$ cat config.mk
export PLATFORM = sky130hd
export DESIGN_NAME = adcp_top
export DESIGN_NICKNAME = d
export VERILOG_FILES = /design/src/hdl/adcp_pkg.sv /design/src/hdl/adcp_sync.sv /design/src/hdl/adcp_top.sv
export SDC_FILE = /design/constraint.sdc
export NUM_CORES = 1
export LEC_CHECK = 0
export ABC_AREA = 1
export ABC_CLOCK_PERIOD_IN_PS = 14400
export BUFFER_PORTS_ARGS = -buffer_cell sky130_fd_sc_hd__buf_2
export CAP_MARGIN = 20
export CORE_MARGIN = 5
export CORE_UTILIZATION = 43
export CTS_BUF_LIST = sky130_fd_sc_hd__clkbuf_4
export DETAILED_ROUTE_END_ITERATION = 10
export HOLD_SLACK_MARGIN = 0.06
export PLACE_DENSITY = 0.68
export SETUP_SLACK_MARGIN = 0.4
export SYNTH_ARGS = -nofsm -noshare
export SYNTH_HDL_FRONTEND = slang
export SYNTH_HIERARCHICAL = 1
export SYNTH_SLANG_ARGS = --single-unit
$ cat constraint.sdc
create_clock -name CLK -period 14.4 [get_ports CLK]
set_clock_uncertainty 0.1 [all_clocks]
set_input_delay 0.72 -clock CLK [delete_from_list [all_inputs] [get_ports CLK]]
set_output_delay 0.72 -clock CLK [all_outputs]
set_load 0.02 [all_outputs]
$ cat src/hdl/adcp_pkg.sv
/*
  Shared constants and types for the audio converter control port:
  control word layout, register reset values, de-emphasis codes,
  initialization length and the carriers used on the top-level ports.
  Assumes one system clock domain; every pin is synchronised before use.
*/
package adcp_pkg;

  // control word layout
  localparam logic [4:0] WORD_BITS = 5'h10;
  localparam int ADDR_LO_BIT = 9;
  localparam int ADDR_HI_BIT = 10;
  localparam int LOAD_BIT = 8;
  localparam int STEP_MSB = 7;

  // register select values
  localparam logic [1:0] REG_LEFT_ATTEN = 2'h0;
  localparam logic [1:0] REG_RIGHT_ATTEN = 2'h1;

  // register reset values
  localparam logic [15:0] LEFT_ATTEN_RESET = 16'h00ff;
  localparam logic [15:0] RIGHT_ATTEN_RESET = 16'h02ff;

  // attenuation curve
  localparam logic [7:0] STEP_FULL = 8'hff;
  localparam logic [8:0] GAIN_UNITY = 9'h100;

  // de-emphasis codes, {hi pin, lo pin}
  localparam logic [1:0] DEEMPH_OFF = 2'h0;
  localparam logic [1:0] DEEMPH_48K = 2'h1;
  localparam logic [1:0] DEEMPH_44K1 = 2'h2;
  localparam logic [1:0] DEEMPH_32K = 2'h3;

  // initialization after the reset pin rises, in system clocks
  localparam int INIT_CYCLES = 1024;
  localparam logic [10:0] INIT_LAST = 11'(INIT_CYCLES - 1);

  typedef enum logic [1:0] {
    INIT_HOLD,
    INIT_COUNT,
    INIT_RUN
  } adcp_init_t;

  typedef struct packed {
    logic serial_mode;
    logic running;
    logic soft_mute;
    logic [1:0] deemph;
    logic [8:0] left_gain;
    logic [8:0] right_gain;
  } adcp_ctrl_t;

  typedef struct packed {
    logic mode_sel;
    logic reset_n_pin;
    logic ctrl_serial_data;
    logic ctrl_shift_clock;
    logic ctrl_latch;
  } adcp_pins_t;

endpackage

$ cat src/hdl/adcp_sync.sv
/*
  Two-flop synchroniser for a bundle of asynchronous pin levels.
  Assumes the inputs are quasi-static levels; no bus coherency is implied.
*/
`timescale 1ns/1ps
module adcp_sync #(
  parameter int WIDTH = 1
) (
  input wire logic clk,
  input wire logic rst,
  input wire logic [WIDTH-1:0] async_in,
  output logic [WIDTH-1:0] sync_out
);

  logic [WIDTH-1:0] meta_reg;

  // first stage feeds only the second
  always_ff @(posedge clk or posedge rst)
  begin
    if (rst)
    begin
      meta_reg <= '0;
      sync_out <= '0;
    end
    else
    begin
      meta_reg <= async_in;
      sync_out <= meta_reg;
    end
  end

endmodule

$ cat src/hdl/adcp_top.sv
/*
  Operational control front end of a stereo audio converter: strap-selected
  pin mode or three-wire serial mode, left/right attenuation registers with
  deferred load, reset-pin sequencing and the attenuation/mute datapath.
  Assumes CLK is the system clock; all pins are asynchronous to it and the
  shift clock is slow enough to be sampled by CLK.
*/
// Overview of operation
// - mode pin low pins, high serial
// - three shared pins change meaning with mode
// - pin mode fixes all but mute, de-emphasis
// - mute pin low mutes both channels
// - de-emphasis pins decode off/48k/44.1k/32k
// - reset pin low forces bipolar zero
// - reset pin high reinitializes, then runs
// - initialization lasts 1024 system clocks
// - serial transfers are 16-bit words
// - word bits 10:9 select register
// - latch falling transfers word to register
// - register 0 low byte is left step
// - gain y/256, step 255 means 256
// - load bit clear defers applying step
// - register 1 low byte is right step
// - serial mode defaults match pin mode
`timescale 1ns/1ps
module adcp_top (
  input wire logic CLK,
  input wire logic RST,
  input wire logic MODE_SEL,
  input wire logic RESET_N_PIN,
  input wire logic CTRL_SERIAL_DATA,
  input wire logic CTRL_SHIFT_CLOCK,
  input wire logic CTRL_LATCH,
  input wire logic SAMPLE_VALID,
  input wire logic signed [15:0] SAMPLE_LEFT,
  input wire logic signed [15:0] SAMPLE_RIGHT,
  output adcp_pkg::adcp_ctrl_t CTRL,
  output logic OUT_VALID,
  output logic signed [15:0] OUT_LEFT,
  output logic signed [15:0] OUT_RIGHT
);

  adcp_pkg::adcp_pins_t pins_raw;
  adcp_pkg::adcp_pins_t pins_s;
  logic mode_s;
  logic pin_ok;
  logic data_s;
  logic clk_s;
  logic latch_s;
  logic clk_d_reg;
  logic latch_d_reg;
  logic shift_rise;
  logic latch_fall;
  logic port_en;
  logic word_take;
  logic [1:0] word_addr;
  logic [15:0] shift_reg;
  logic [4:0] bit_cnt_reg;
  logic [7:0] left_step_reg;
  logic [7:0] left_applied_reg;
  logic [7:0] right_step_reg;
  logic [7:0] right_applied_reg;
  adcp_pkg::adcp_init_t init_state_reg;
  logic [10:0] init_cnt_reg;

  function automatic logic [8:0] step_gain(input logic [7:0] step);
    step_gain = (step == adcp_pkg::STEP_FULL) ? adcp_pkg::GAIN_UNITY : {1'b0, step};
  endfunction

  function automatic logic signed [15:0] scale(input logic signed [15:0] s, input logic [8:0] g);
    logic signed [25:0] p;
    p = s * $signed({1'b0, g});
    scale = p[23:8];
  endfunction

  assign pins_raw.mode_sel = MODE_SEL;
  assign pins_raw.reset_n_pin = RESET_N_PIN;
  assign pins_raw.ctrl_serial_data = CTRL_SERIAL_DATA;
  assign pins_raw.ctrl_shift_clock = CTRL_SHIFT_CLOCK;
  assign pins_raw.ctrl_latch = CTRL_LATCH;

  adcp_sync #(
    .WIDTH($bits(adcp_pkg::adcp_pins_t))
  ) u_pin_sync (
    .clk(CLK),
    .rst(RST),
    .async_in(pins_raw),
    .sync_out(pins_s)
  );

  assign mode_s = pins_s.mode_sel;
  assign pin_ok = pins_s.reset_n_pin;
  // same pins serve as deemph_sel_lo, deemph_sel_hi and soft mute in pin mode
  assign data_s = pins_s.ctrl_serial_data;
  assign clk_s = pins_s.ctrl_shift_clock;
  assign latch_s = pins_s.ctrl_latch;

  // edge detection on the synchronised copies only
  always_ff @(posedge CLK or posedge RST)
  begin
    if (RST)
    begin
      clk_d_reg <= 1'b0;
      latch_d_reg <= 1'b0;
    end
    else
    begin
      clk_d_reg <= clk_s;
      latch_d_reg <= latch_s;
    end
  end

  assign shift_rise = clk_s & ~clk_d_reg;
  assign latch_fall = ~latch_s & latch_d_reg;
  // serial port is deaf while held in reset
  assign port_en = mode_s & pin_ok;
  assign word_addr = {shift_reg[adcp_pkg::ADDR_HI_BIT], shift_reg[adcp_pkg::ADDR_LO_BIT]};
  // short words are dropped rather than latched half-shifted
  assign word_take = port_en & latch_fall & (bit_cnt_reg == adcp_pkg::WORD_BITS);

  // shifter: msb first, one bit per shift clock rise
  always_ff @(posedge CLK or posedge RST)
  begin
    if (RST)
    begin
      shift_reg <= 16'h0000;
      bit_cnt_reg <= 5'h00;
    end
    else if (!port_en)
    begin
      shift_reg <= 16'h0000;
      bit_cnt_reg <= 5'h00;
    end
    else if (latch_fall)
      bit_cnt_reg <= 5'h00;
    else if (shift_rise)
    begin
      shift_reg <= {shift_reg[14:0], data_s};
      if (bit_cnt_reg != adcp_pkg::WORD_BITS)
        bit_cnt_reg <= bit_cnt_reg + 5'h01;
    end
  end

  // left attenuation register
  always_ff @(posedge CLK or posedge RST)
  begin
    if (RST)
    begin
      left_step_reg <= adcp_pkg::LEFT_ATTEN_RESET[adcp_pkg::STEP_MSB:0];
      left_applied_reg <= adcp_pkg::LEFT_ATTEN_RESET[adcp_pkg::STEP_MSB:0];
    end
    else if (!pin_ok)
    begin
      left_step_reg <= adcp_pkg::LEFT_ATTEN_RESET[adcp_pkg::STEP_MSB:0];
      left_applied_reg <= adcp_pkg::LEFT_ATTEN_RESET[adcp_pkg::STEP_MSB:0];
    end
    else if (word_take && word_addr == adcp_pkg::REG_LEFT_ATTEN)
    begin
      left_step_reg <= shift_reg[adcp_pkg::STEP_MSB:0];
      if (shift_reg[adcp_pkg::LOAD_BIT])
        left_applied_reg <= shift_reg[adcp_pkg::STEP_MSB:0];
    end
  end

  // right attenuation register
  always_ff @(posedge CLK or posedge RST)
  begin
    if (RST)
    begin
      right_step_reg <= adcp_pkg::RIGHT_ATTEN_RESET[adcp_pkg::STEP_MSB:0];
      right_applied_reg <= adcp_pkg::RIGHT_ATTEN_RESET[adcp_pkg::STEP_MSB:0];
    end
    else if (!pin_ok)
    begin
      right_step_reg <= adcp_pkg::RIGHT_ATTEN_RESET[adcp_pkg::STEP_MSB:0];
      right_applied_reg <= adcp_pkg::RIGHT_ATTEN_RESET[adcp_pkg::STEP_MSB:0];
    end
    else if (word_take && word_addr == adcp_pkg::REG_RIGHT_ATTEN)
    begin
      right_step_reg <= shift_reg[adcp_pkg::STEP_MSB:0];
      if (shift_reg[adcp_pkg::LOAD_BIT])
        right_applied_reg <= shift_reg[adcp_pkg::STEP_MSB:0];
    end
  end

  // initialization sequencer after the reset pin rises
  always_ff @(posedge CLK or posedge RST)
  begin
    if (RST)
    begin
      init_state_reg <= adcp_pkg::INIT_HOLD;
      init_cnt_reg <= 11'h000;
    end
    else if (!pin_ok)
    begin
      init_state_reg <= adcp_pkg::INIT_HOLD;
      init_cnt_reg <= 11'h000;
    end
    else
    begin
      case (init_state_reg)
        adcp_pkg::INIT_HOLD:
        begin
          init_state_reg <= adcp_pkg::INIT_COUNT;
          init_cnt_reg <= 11'h000;
        end
        adcp_pkg::INIT_COUNT:
        begin
          if (init_cnt_reg == adcp_pkg::INIT_LAST)
            init_state_reg <= adcp_pkg::INIT_RUN;
          else
            init_cnt_reg <= init_cnt_reg + 11'h001;
        end
        adcp_pkg::INIT_RUN:
          init_state_reg <= adcp_pkg::INIT_RUN;
        default:
          init_state_reg <= adcp_pkg::INIT_HOLD;
      endcase
    end
  end

  // effective control settings
  always_ff @(posedge CLK or posedge RST)
  begin
    if (RST)
    begin
      CTRL.serial_mode <= 1'b0;
      CTRL.running <= 1'b0;
      CTRL.soft_mute <= 1'b0;
      CTRL.deemph <= adcp_pkg::DEEMPH_OFF;
      CTRL.left_gain <= adcp_pkg::GAIN_UNITY;
      CTRL.right_gain <= adcp_pkg::GAIN_UNITY;
    end
    else
    begin
      CTRL.serial_mode <= mode_s;
      CTRL.running <= pin_ok && init_state_reg == adcp_pkg::INIT_RUN;
      if (!pin_ok)
      begin
        CTRL.soft_mute <= 1'b0;
        CTRL.deemph <= adcp_pkg::DEEMPH_OFF;
        CTRL.left_gain <= adcp_pkg::GAIN_UNITY;
        CTRL.right_gain <= adcp_pkg::GAIN_UNITY;
      end
      else if (mode_s)
      begin
        // mute and de-emphasis live in register 2, held at defaults here
        CTRL.soft_mute <= 1'b0;
        CTRL.deemph <= adcp_pkg::DEEMPH_OFF;
        CTRL.left_gain <= step_gain(left_applied_reg);
        CTRL.right_gain <= step_gain(right_applied_reg);
      end
      else
      begin
        CTRL.soft_mute <= ~latch_s;
        CTRL.deemph <= {clk_s, data_s};
        CTRL.left_gain <= adcp_pkg::GAIN_UNITY;
        CTRL.right_gain <= adcp_pkg::GAIN_UNITY;
      end
    end
  end

  // datapath: mute is immediate, no ramp, so a click is possible
  always_ff @(posedge CLK or posedge RST)
  begin
    if (RST)
    begin
      OUT_VALID <= 1'b0;
      OUT_LEFT <= 16'sh0000;
      OUT_RIGHT <= 16'sh0000;
    end
    else
    begin
      OUT_VALID <= SAMPLE_VALID;
      if (!CTRL.running)
      begin
        OUT_LEFT <= 16'sh0000;
        OUT_RIGHT <= 16'sh0000;
      end
      else if (SAMPLE_VALID)
      begin
        OUT_LEFT <= CTRL.soft_mute ? 16'sh0000 : scale(SAMPLE_LEFT, CTRL.left_gain);
        OUT_RIGHT <= CTRL.soft_mute ? 16'sh0000 : scale(SAMPLE_RIGHT, CTRL.right_gain);
      end
    end
  end
endmodule

==> results of run 1 <==
-- cell families (layout without fill, tap and decap cells) --
logic type | after synthesis | in the layout
xor+xnor | 15 | 15
flops | 113 | 113
simple gates | 806 | 806
buf+inv | 588 | 640
other cells | 0 | 1
fa+ha+maj | 334 | 334
compound gates | 162 | 162
-- repair_timing --
action,4_1_cts,5_1_grt
buffers inserted,0,0
hold endpoints to repair,43,0
hold buffers,1,0
-- critical path, stage by stage, from the launching register on --
cell and delay, ps:
dfrtp_1 780, nand2_1 250, fa_1 700, inv_1 110
fa_1 500, inv_1 60, fa_1 550, fa_1 440
fa_1 510, inv_1 40, ha_1 370, inv_1 100
nor3_1 260, and2_1 200, nand3_1 100, nand3_1 160
nand2_1 70, nand2_1 60, o21ai_1 70
-- worst paths after layout --
path | slack (ps) | startpoint | end
max | 8850 | CTRL[10]$_DFF_PP0_ | OUT_LEFT[14]$_DFFE_PP0P_
min | 150 | CTRL_SHIFT_CLOCK | u_pin_sync/meta_reg[1]$_DFF_PP0_
max reg2reg | 8850 | CTRL[10]$_DFF_PP0_ | OUT_LEFT[14]$_DFFE_PP0P_
max in group asynchronous | 12300 | RST | OUT_LEFT[7]$_DFFE_PP0P_
min reg2reg | 260 | u_pin_sync/meta_reg[3]$_DFF_PP0_ | u_pin_sync/sync_out[3]$_DFF_PP0_
min in group asynchronous | 600 | RST | init_cnt_reg[4]$_DFFE_PP0P_
-- power groups by stage --
stage | Sequential (µW) | Clock (µW) | Combinational (µW)
finish | 375 | 243 | 867
global route | 379 | 265 | 1010
CTS | 375 | 254 | 873
detailed placement | 381 | 0 | 867
global placement | 380 | 0 | 852
floorplan | 374 | 0 | 649
-- synth_stat cells, drive strengths merged (2+ instances only) --
cell	number
or2	7
dfrtp	95
xor2	9
nor3	15
and2	2
nand2	567
xnor2	6
nand4	20
dfstp	18
nor4	3
clkinv	2
ha	106
a21oi	67
fa	228
o21bai	6
o21ai	80
buf	17
clkbuf	63
nor3b	2
o21a	4
a21boi	3
inv	506
nand3b	5
nor2	115
nand3	69
-- layout make-up --
cell class | count | share of cell area
Multi-Input combinational cell | 1317 | 0.624
Sequential cell | 113 | 0.175
Inverter | 508 | 0.117
Tap cell | 461 | 0.0353
Timing Repair Buffer | 100 | 0.0318
Clock inverter | 15 | 0.00912
Clock buffer | 17 | 0.00781
Antenna cell | 1 | 0.000153
-- metrics by stage --
step / std cells / power [µW]
3_5_place_dp: 2497 / 1250
2_1_floorplan: 2018 / 1020
4_1_cts: 2530 / 1500
6_report: 2532 / 1490
3_3_place_gp: 2497 / 1230
5_1_grt: 2532 / 1660
-- per-layer routing --
metal	GRT usage	routed length (µm)
met1	0.263	16800
met3	0.0330	1890
met4	0.0659	904
met2	0.351	18500
met5	0	0
==> results.sh, run 1 <==
export IMPL_outcome="finished, final reports clean"
export IMPL_ys_types=41
export IMPL_vias_per_cell=4.89
export IMPL_grt_max_degree=68
export IMPL_ys_seq_area_frac=0.187
export IMPL_timing_fmax_mhz=180
export IMPL_synth_xor_xnor_area_share=0.00860
export IMPL_first_pass_iters=7
export IMPL_cts_clk_slew_worst_paths_ps=130
export IMPL_setup_viol=0
export IMPL_seqPwrFrac=0.253
export IMPL_drc=0
export IMPL_stdcell_area_um2=16300
export IMPL_synth_edf_count=0
export IMPL_r2r_cells=18
export IMPL_netlist_instances=2018
export IMPL_antenna_found_initial=1
export IMPL_place_area_um2=16000
export IMPL_yosys_area_top_type_share=0.299
export IMPL_regArea_um2=2850
export IMPL_die_area_um2=39400
export IMPL_htreeDepth=4
export IMPL_grt_pass1_wl_um=65000
export IMPL_num_vias=12400
export IMPL_globalplace_congestion=0.908
export IMPL_cp_start_kind="flip-flop"
export IMPL_syn_area_per_cell_um2=7.57
export IMPL_rsz0062_at_grt="no"
export IMPL_fin_crit_ps=5550
export IMPL_power_share_clock=0.164
export IMPL_fin_crit_sh=0.385
export IMPL_path_max_fanout=17
export IMPL_yosys_area_share_simple=0.215
export IMPL_tns_ps=0
export IMPL_post_drt_wl_per_cell_um=15.1
export IMPL_dpl_worst_slack_ps=8860
export IMPL_pwr_density_cell_nw_per_um2=90.9
export IMPL_numCtsBuffers=17
export IMPL_cts_root_buffer="clkbuf_4"
export IMPL_area_growth_pct=6.90
export IMPL_final_common_cell="nand2_1"
export IMPL_io_buffers=95
export IMPL_multiInputGateArea_um2=10200
export IMPL_cts_resized=0
export IMPL_finalHoldViolations=0
export IMPL_syn_area_um2=15300
export IMPL_max_slew_margin=0.421
export IMPL_largest_reg_flops=23
export IMPL_largest_register="CTRL"
export IMPL_cts_sinks=113
export IMPL_cts_tree="yes"
export IMPL_hp_class="input pin to flip-flop"
export IMPL_synth_top_family_by_area="adder cells"
export IMPL_antenna_left=0
export IMPL_layout_setup_ws_ps=8850
export IMPL_maxSlewViolCount=0
export IMPL_ys_flop_type="dfrtp_1"
export IMPL_nets=2431
export IMPL_p_sw_frac=0.502
export IMPL_rows=69
export IMPL_clk_path_buf_depth=2
export IMPL_fillers=3542
export IMPL_routed_wl_um=38200
export IMPL_fin_util=0.463
export IMPL_grt_pass1_vias=13300
export IMPL_worstPathArrival_ps=5890
export IMPL_syn_nets=2392
export IMPL_synthMuxAreaShare=0
export IMPL_leakagePower_uw=0.00983
export IMPL_largestRegisters="CTRL: 23 flops, OUT_LEFT: 16 flops, OUT_RIGHT: 16 flops"
export IMPL_synthAdderAreaFrac=0.386
export IMPL_io_pins=96
export IMPL_synth_compound_area_frac=0.0572
export IMPL_track_usage=0.203
export IMPL_core_um2=35300
export IMPL_drtIter0Drc=732
export IMPL_p_int_uw=740
export IMPL_die_h_um=198
export IMPL_p_sw_uw=745
export IMPL_initial_core_util=0.433
export IMPL_hold_worst_slack_ps=152
export IMPL_insertion_delay_ps=580
export IMPL_yosys_area_top_type="fa_1"
export IMPL_worstMarginPinSlew_ps=868
export IMPL_ys_seq_elements=113
export IMPL_whs_path_depth=1
export IMPL_async_flop_share=1.00
export IMPL_ys_top_cells_by_area="fa_1, dfrtp_1, nand2_1, inv_1, ha_1"
export IMPL_endpoint_kind="flip-flop"
export IMPL_comb_power_share=0.583
export IMPL_post_dp_hpwl_um=30600
export IMPL_maxCapViolations=0
export IMPL_drive_above_1_share=0.0865
export IMPL_die_w_um=198
export IMPL_final_cell_mix="nand2_1, inv_1, fa_1, nor2_1, ha_1"
export IMPL_critPathKind="flip-flop to flip-flop"
export IMPL_critPathRequiredTime_ps=14740
export IMPL_yosysWarnings=6
export IMPL_ir_worst_vdd_mv=0.0494
export IMPL_overflow=0
(Power assumes the default switching activity.)
==> run 2, diff against run 1 <==
--- a/config.mk
+++ b/config.mk
@@ -6,7 +6,7 @@
 export NUM_CORES = 1
 export LEC_CHECK = 0
 export ABC_AREA = 1
-export ABC_CLOCK_PERIOD_IN_PS = 14400
+export ABC_CLOCK_PERIOD_IN_PS = 4600
 export BUFFER_PORTS_ARGS = -buffer_cell sky130_fd_sc_hd__buf_2
 export CAP_MARGIN = 20
 export CORE_MARGIN = 5
@@ -14,7 +14,7 @@
 export CTS_BUF_LIST = sky130_fd_sc_hd__clkbuf_4
 export DETAILED_ROUTE_END_ITERATION = 10
 export HOLD_SLACK_MARGIN = 0.06
-export PLACE_DENSITY = 0.68
+export PLACE_DENSITY = 0.7
 export SETUP_SLACK_MARGIN = 0.4
 export SYNTH_ARGS = -nofsm -noshare
 export SYNTH_HDL_FRONTEND = slang
==> constraint.sdc (replaced) <==
create_clock -name CLK -period 4.6 [get_ports CLK]
set_clock_uncertainty 0.1 [all_clocks]
set_input_delay 0.23 -clock CLK [delete_from_list [all_inputs] [get_ports CLK]]
set_output_delay 0.23 -clock CLK [all_outputs]
set_load 0.02 [all_outputs]
==> run 2 against run 1 <==
Compared with the run above: the flow now finishes with violations (negative setup slack); die area did not move; utilization grew 9.3 points; combinational power increased to 5.5 times the previous value; sequential power increased to 3.0 times the previous value; power increased to 4.4 times the previous value; clock power increased to 2.8 times the previous value; flip-flop and latch count did not move; register-to-register slack got worse by 9100 ps; first-iteration DRC count rose by 28%; via count grew 9.4%; setup slack lost 9100 ps; final cell count rose by 8.5%; critical endpoint is now OUT_LEFT[15]$_DFFE_PP0P_.
==> results.sh, run 2 (synthesis gave the netlist of run 1 again) <==
export IMPL_outcome="complete, but fails checks"
export IMPL_violations="negative setup slack"
export IMPL_rr_startpoint="CTRL[11]$_DFF_PP0_"
export IMPL_power_share_clock=0.102
export IMPL_post_dp_hpwl_um=32900
export IMPL_dpl_worst_slack_ps=-308
export IMPL_endpoint_kind="flip-flop"
export IMPL_overflow=0
export IMPL_largestRegisters="CTRL: 23 flops, OUT_LEFT: 16 flops, OUT_RIGHT: 16 flops"
export IMPL_p_sw_frac=0.485
export IMPL_regArea_um2=2870
export IMPL_drtIter0Drc=937
export IMPL_largest_reg_flops=23
export IMPL_area_growth_pct=28.5
export IMPL_max_slew_margin=0.447
export IMPL_insertion_delay_ps=570
export IMPL_hold_worst_slack_ps=207
export IMPL_finalHoldViolations=0
export IMPL_post_drt_wl_per_cell_um=15.3
export IMPL_stdcell_area_um2=19600
export IMPL_p_total_uw=6570
export IMPL_hp_class="input pin to flip-flop"
export IMPL_cp_start_kind="flip-flop"
export IMPL_rows=69
export IMPL_critPathRequiredTime_ps=4970
export IMPL_hp_start="CTRL_SERIAL_DATA"
export IMPL_path_max_fanout=7
export IMPL_drc=0
export IMPL_grt_max_degree=71
export IMPL_final_common_cell="nand2_1"
export IMPL_largest_register="CTRL"
export IMPL_first_pass_iters=5
export IMPL_comb_power_share=0.725
export IMPL_maxSlewViolCount=0
export IMPL_leakagePower_uw=0.0112
export IMPL_grt_pass1_wl_um=69600
export IMPL_io_pins=96
export IMPL_p_int_uw=3380
export IMPL_layout_setup_ws_ps=-231
export IMPL_fin_crit_sh=1.05
export IMPL_io_buffers=95
export IMPL_die_area_um2=39400
export IMPL_globalplace_congestion=0.905
export IMPL_p_sw_uw=3180
export IMPL_initial_core_util=0.433
export IMPL_pwr_density_cell_nw_per_um2=335
export IMPL_timing_fmax_mhz=207
export IMPL_num_vias=13600
export IMPL_drive_above_1_share=0.292
export IMPL_track_usage=0.219
export IMPL_crit_chain="buf_4 > nand2_2 > fa_2 > buf_4 > fa_2 > fa_1 > fa_1 > fa_1 > inv_1 > ha_1 > nand2_1 > nor2_4 > buf_4 > a21oi_2 > nand3_2 > inv_1 > nand2_1 > nand3_1 > nand2_1"
export IMPL_r2r_cells=19
export IMPL_cts_clk_slew_worst_paths_ps=120
export IMPL_fillers=3094
export IMPL_antenna_found_initial=2
export IMPL_numCtsBuffers=17
export IMPL_cts_tree="yes"
export IMPL_die_h_um=198
export IMPL_nets=2644
export IMPL_maxCapViolations=0
export IMPL_path_delay_family="adder cells"
export IMPL_worstPathArrival_ps=5200
export IMPL_multiInputGateArea_um2=11600
export IMPL_place_area_um2=17700
export IMPL_seqPwrFrac=0.173
export IMPL_cts_sinks=113
export IMPL_cp_slowest_cell="fa_2"
export IMPL_cts_root_buffer="clkbuf_4"
export IMPL_holdPathEnd="u_pin_sync/meta_reg[2]$_DFF_PP0_"
export IMPL_whs_path_depth=2
export IMPL_htreeDepth=4
export IMPL_grt_pass1_vias=14200
export IMPL_critPathKind="flip-flop to flip-flop"
export IMPL_slowest_delay_ps=650
export IMPL_antenna_left=0
export IMPL_die_w_um=198
export IMPL_routed_wl_um=42100
export IMPL_reg2reg_to="OUT_LEFT[15]$_DFFE_PP0P_"
export IMPL_path_buf_inv=5
export IMPL_vias_per_cell=4.94
export IMPL_ir_worst_vdd_mv=0.204
export IMPL_core_um2=35300
export IMPL_tns_ps=-2970
export IMPL_fin_crit_ps=4830
export IMPL_clk_path_buf_depth=2
export IMPL_rsz0062_at_grt="yes"
export IMPL_r2r_slack_ps=-230
export IMPL_setup_viol=25
export IMPL_final_cell_mix="nand2_1, inv_1, fa_1, buf_4, buf_2"
export IMPL_worstMarginPinSlew_ps=830
==> run 2: timing repair <==
item                                    4_1_cts  5_1_grt
setup buffers                                51       21
endpoints found under the hold margin        84        0
endpoints found under the setup margin       32       32
gates resized for setup                     124      163
hold buffers                                  8        0
pin swaps                                    76       99
==> run 2: per-layer routing <==
layer  part of all wire  routed length, µm  global-route usage  up-vias
met1               0.42              17600               0.281     6584
met2               0.49              20800               0.378      442
li1                   -                  -                   -     6442
met3              0.059               2480              0.0384       86
met5                  0                  0                   0        -
met4              0.028               1180              0.0684        0
==> run 2: final cells by class <==
class,instances,share of cell area
Tap cell,461,0.0294
Sequential cell,113,0.146
Inverter,508,0.0977
Clock inverter,14,0.00529
Antenna cell,2,0.000255
Multi-Input combinational cell,1317,0.593
Timing Repair Buffer,313,0.122
Clock buffer,18,0.00689
==> run 2: worst max-delay path by stage <==
stage | startpoint | endpoint | slack [ps] | cells after the start
after floorplan | CTRL[11]$_DFF_PP0_ | OUT_LEFT[12]$_DFFE_PP0P_ | -40 | 23
after global placement | CTRL[4]$_DFF_PP0_ | OUT_RIGHT[15]$_DFFE_PP0P_ | -250 | 21
after detailed placement | CTRL[4]$_DFF_PP0_ | OUT_RIGHT[15]$_DFFE_PP0P_ | -310 | 21
after CTS | CTRL[13]$_DFF_PP0_ | OUT_LEFT[13]$_DFFE_PP0P_ | -120 | 20
after global routing | CTRL[4]$_DFF_PP0_ | OUT_RIGHT[15]$_DFFE_PP0P_ | -400 | 21
final | CTRL[11]$_DFF_PP0_ | OUT_LEFT[15]$_DFFE_PP0P_ | -230 | 19
==> run 2: power by group through the flow <==
stage	logic, µW	clock network (µW)	registers, µW
2_1_floorplan	2650	0	1170
3_3_place_gp	3790	0	1170
3_5_place_dp	3860	0	1170
4_1_cts	4290	704	1140
5_1_grt	5230	741	1150
6_report	4760	671	1140
==> run 2: per-stage QoR <==
stage | util | instances
floorplan | - | 2018
global placement | 0.502 | 2631
detailed placement | 0.502 | 2631
CTS | 0.535 | 2722
global route | 0.556 | 2746
finish | 0.556 | 2746
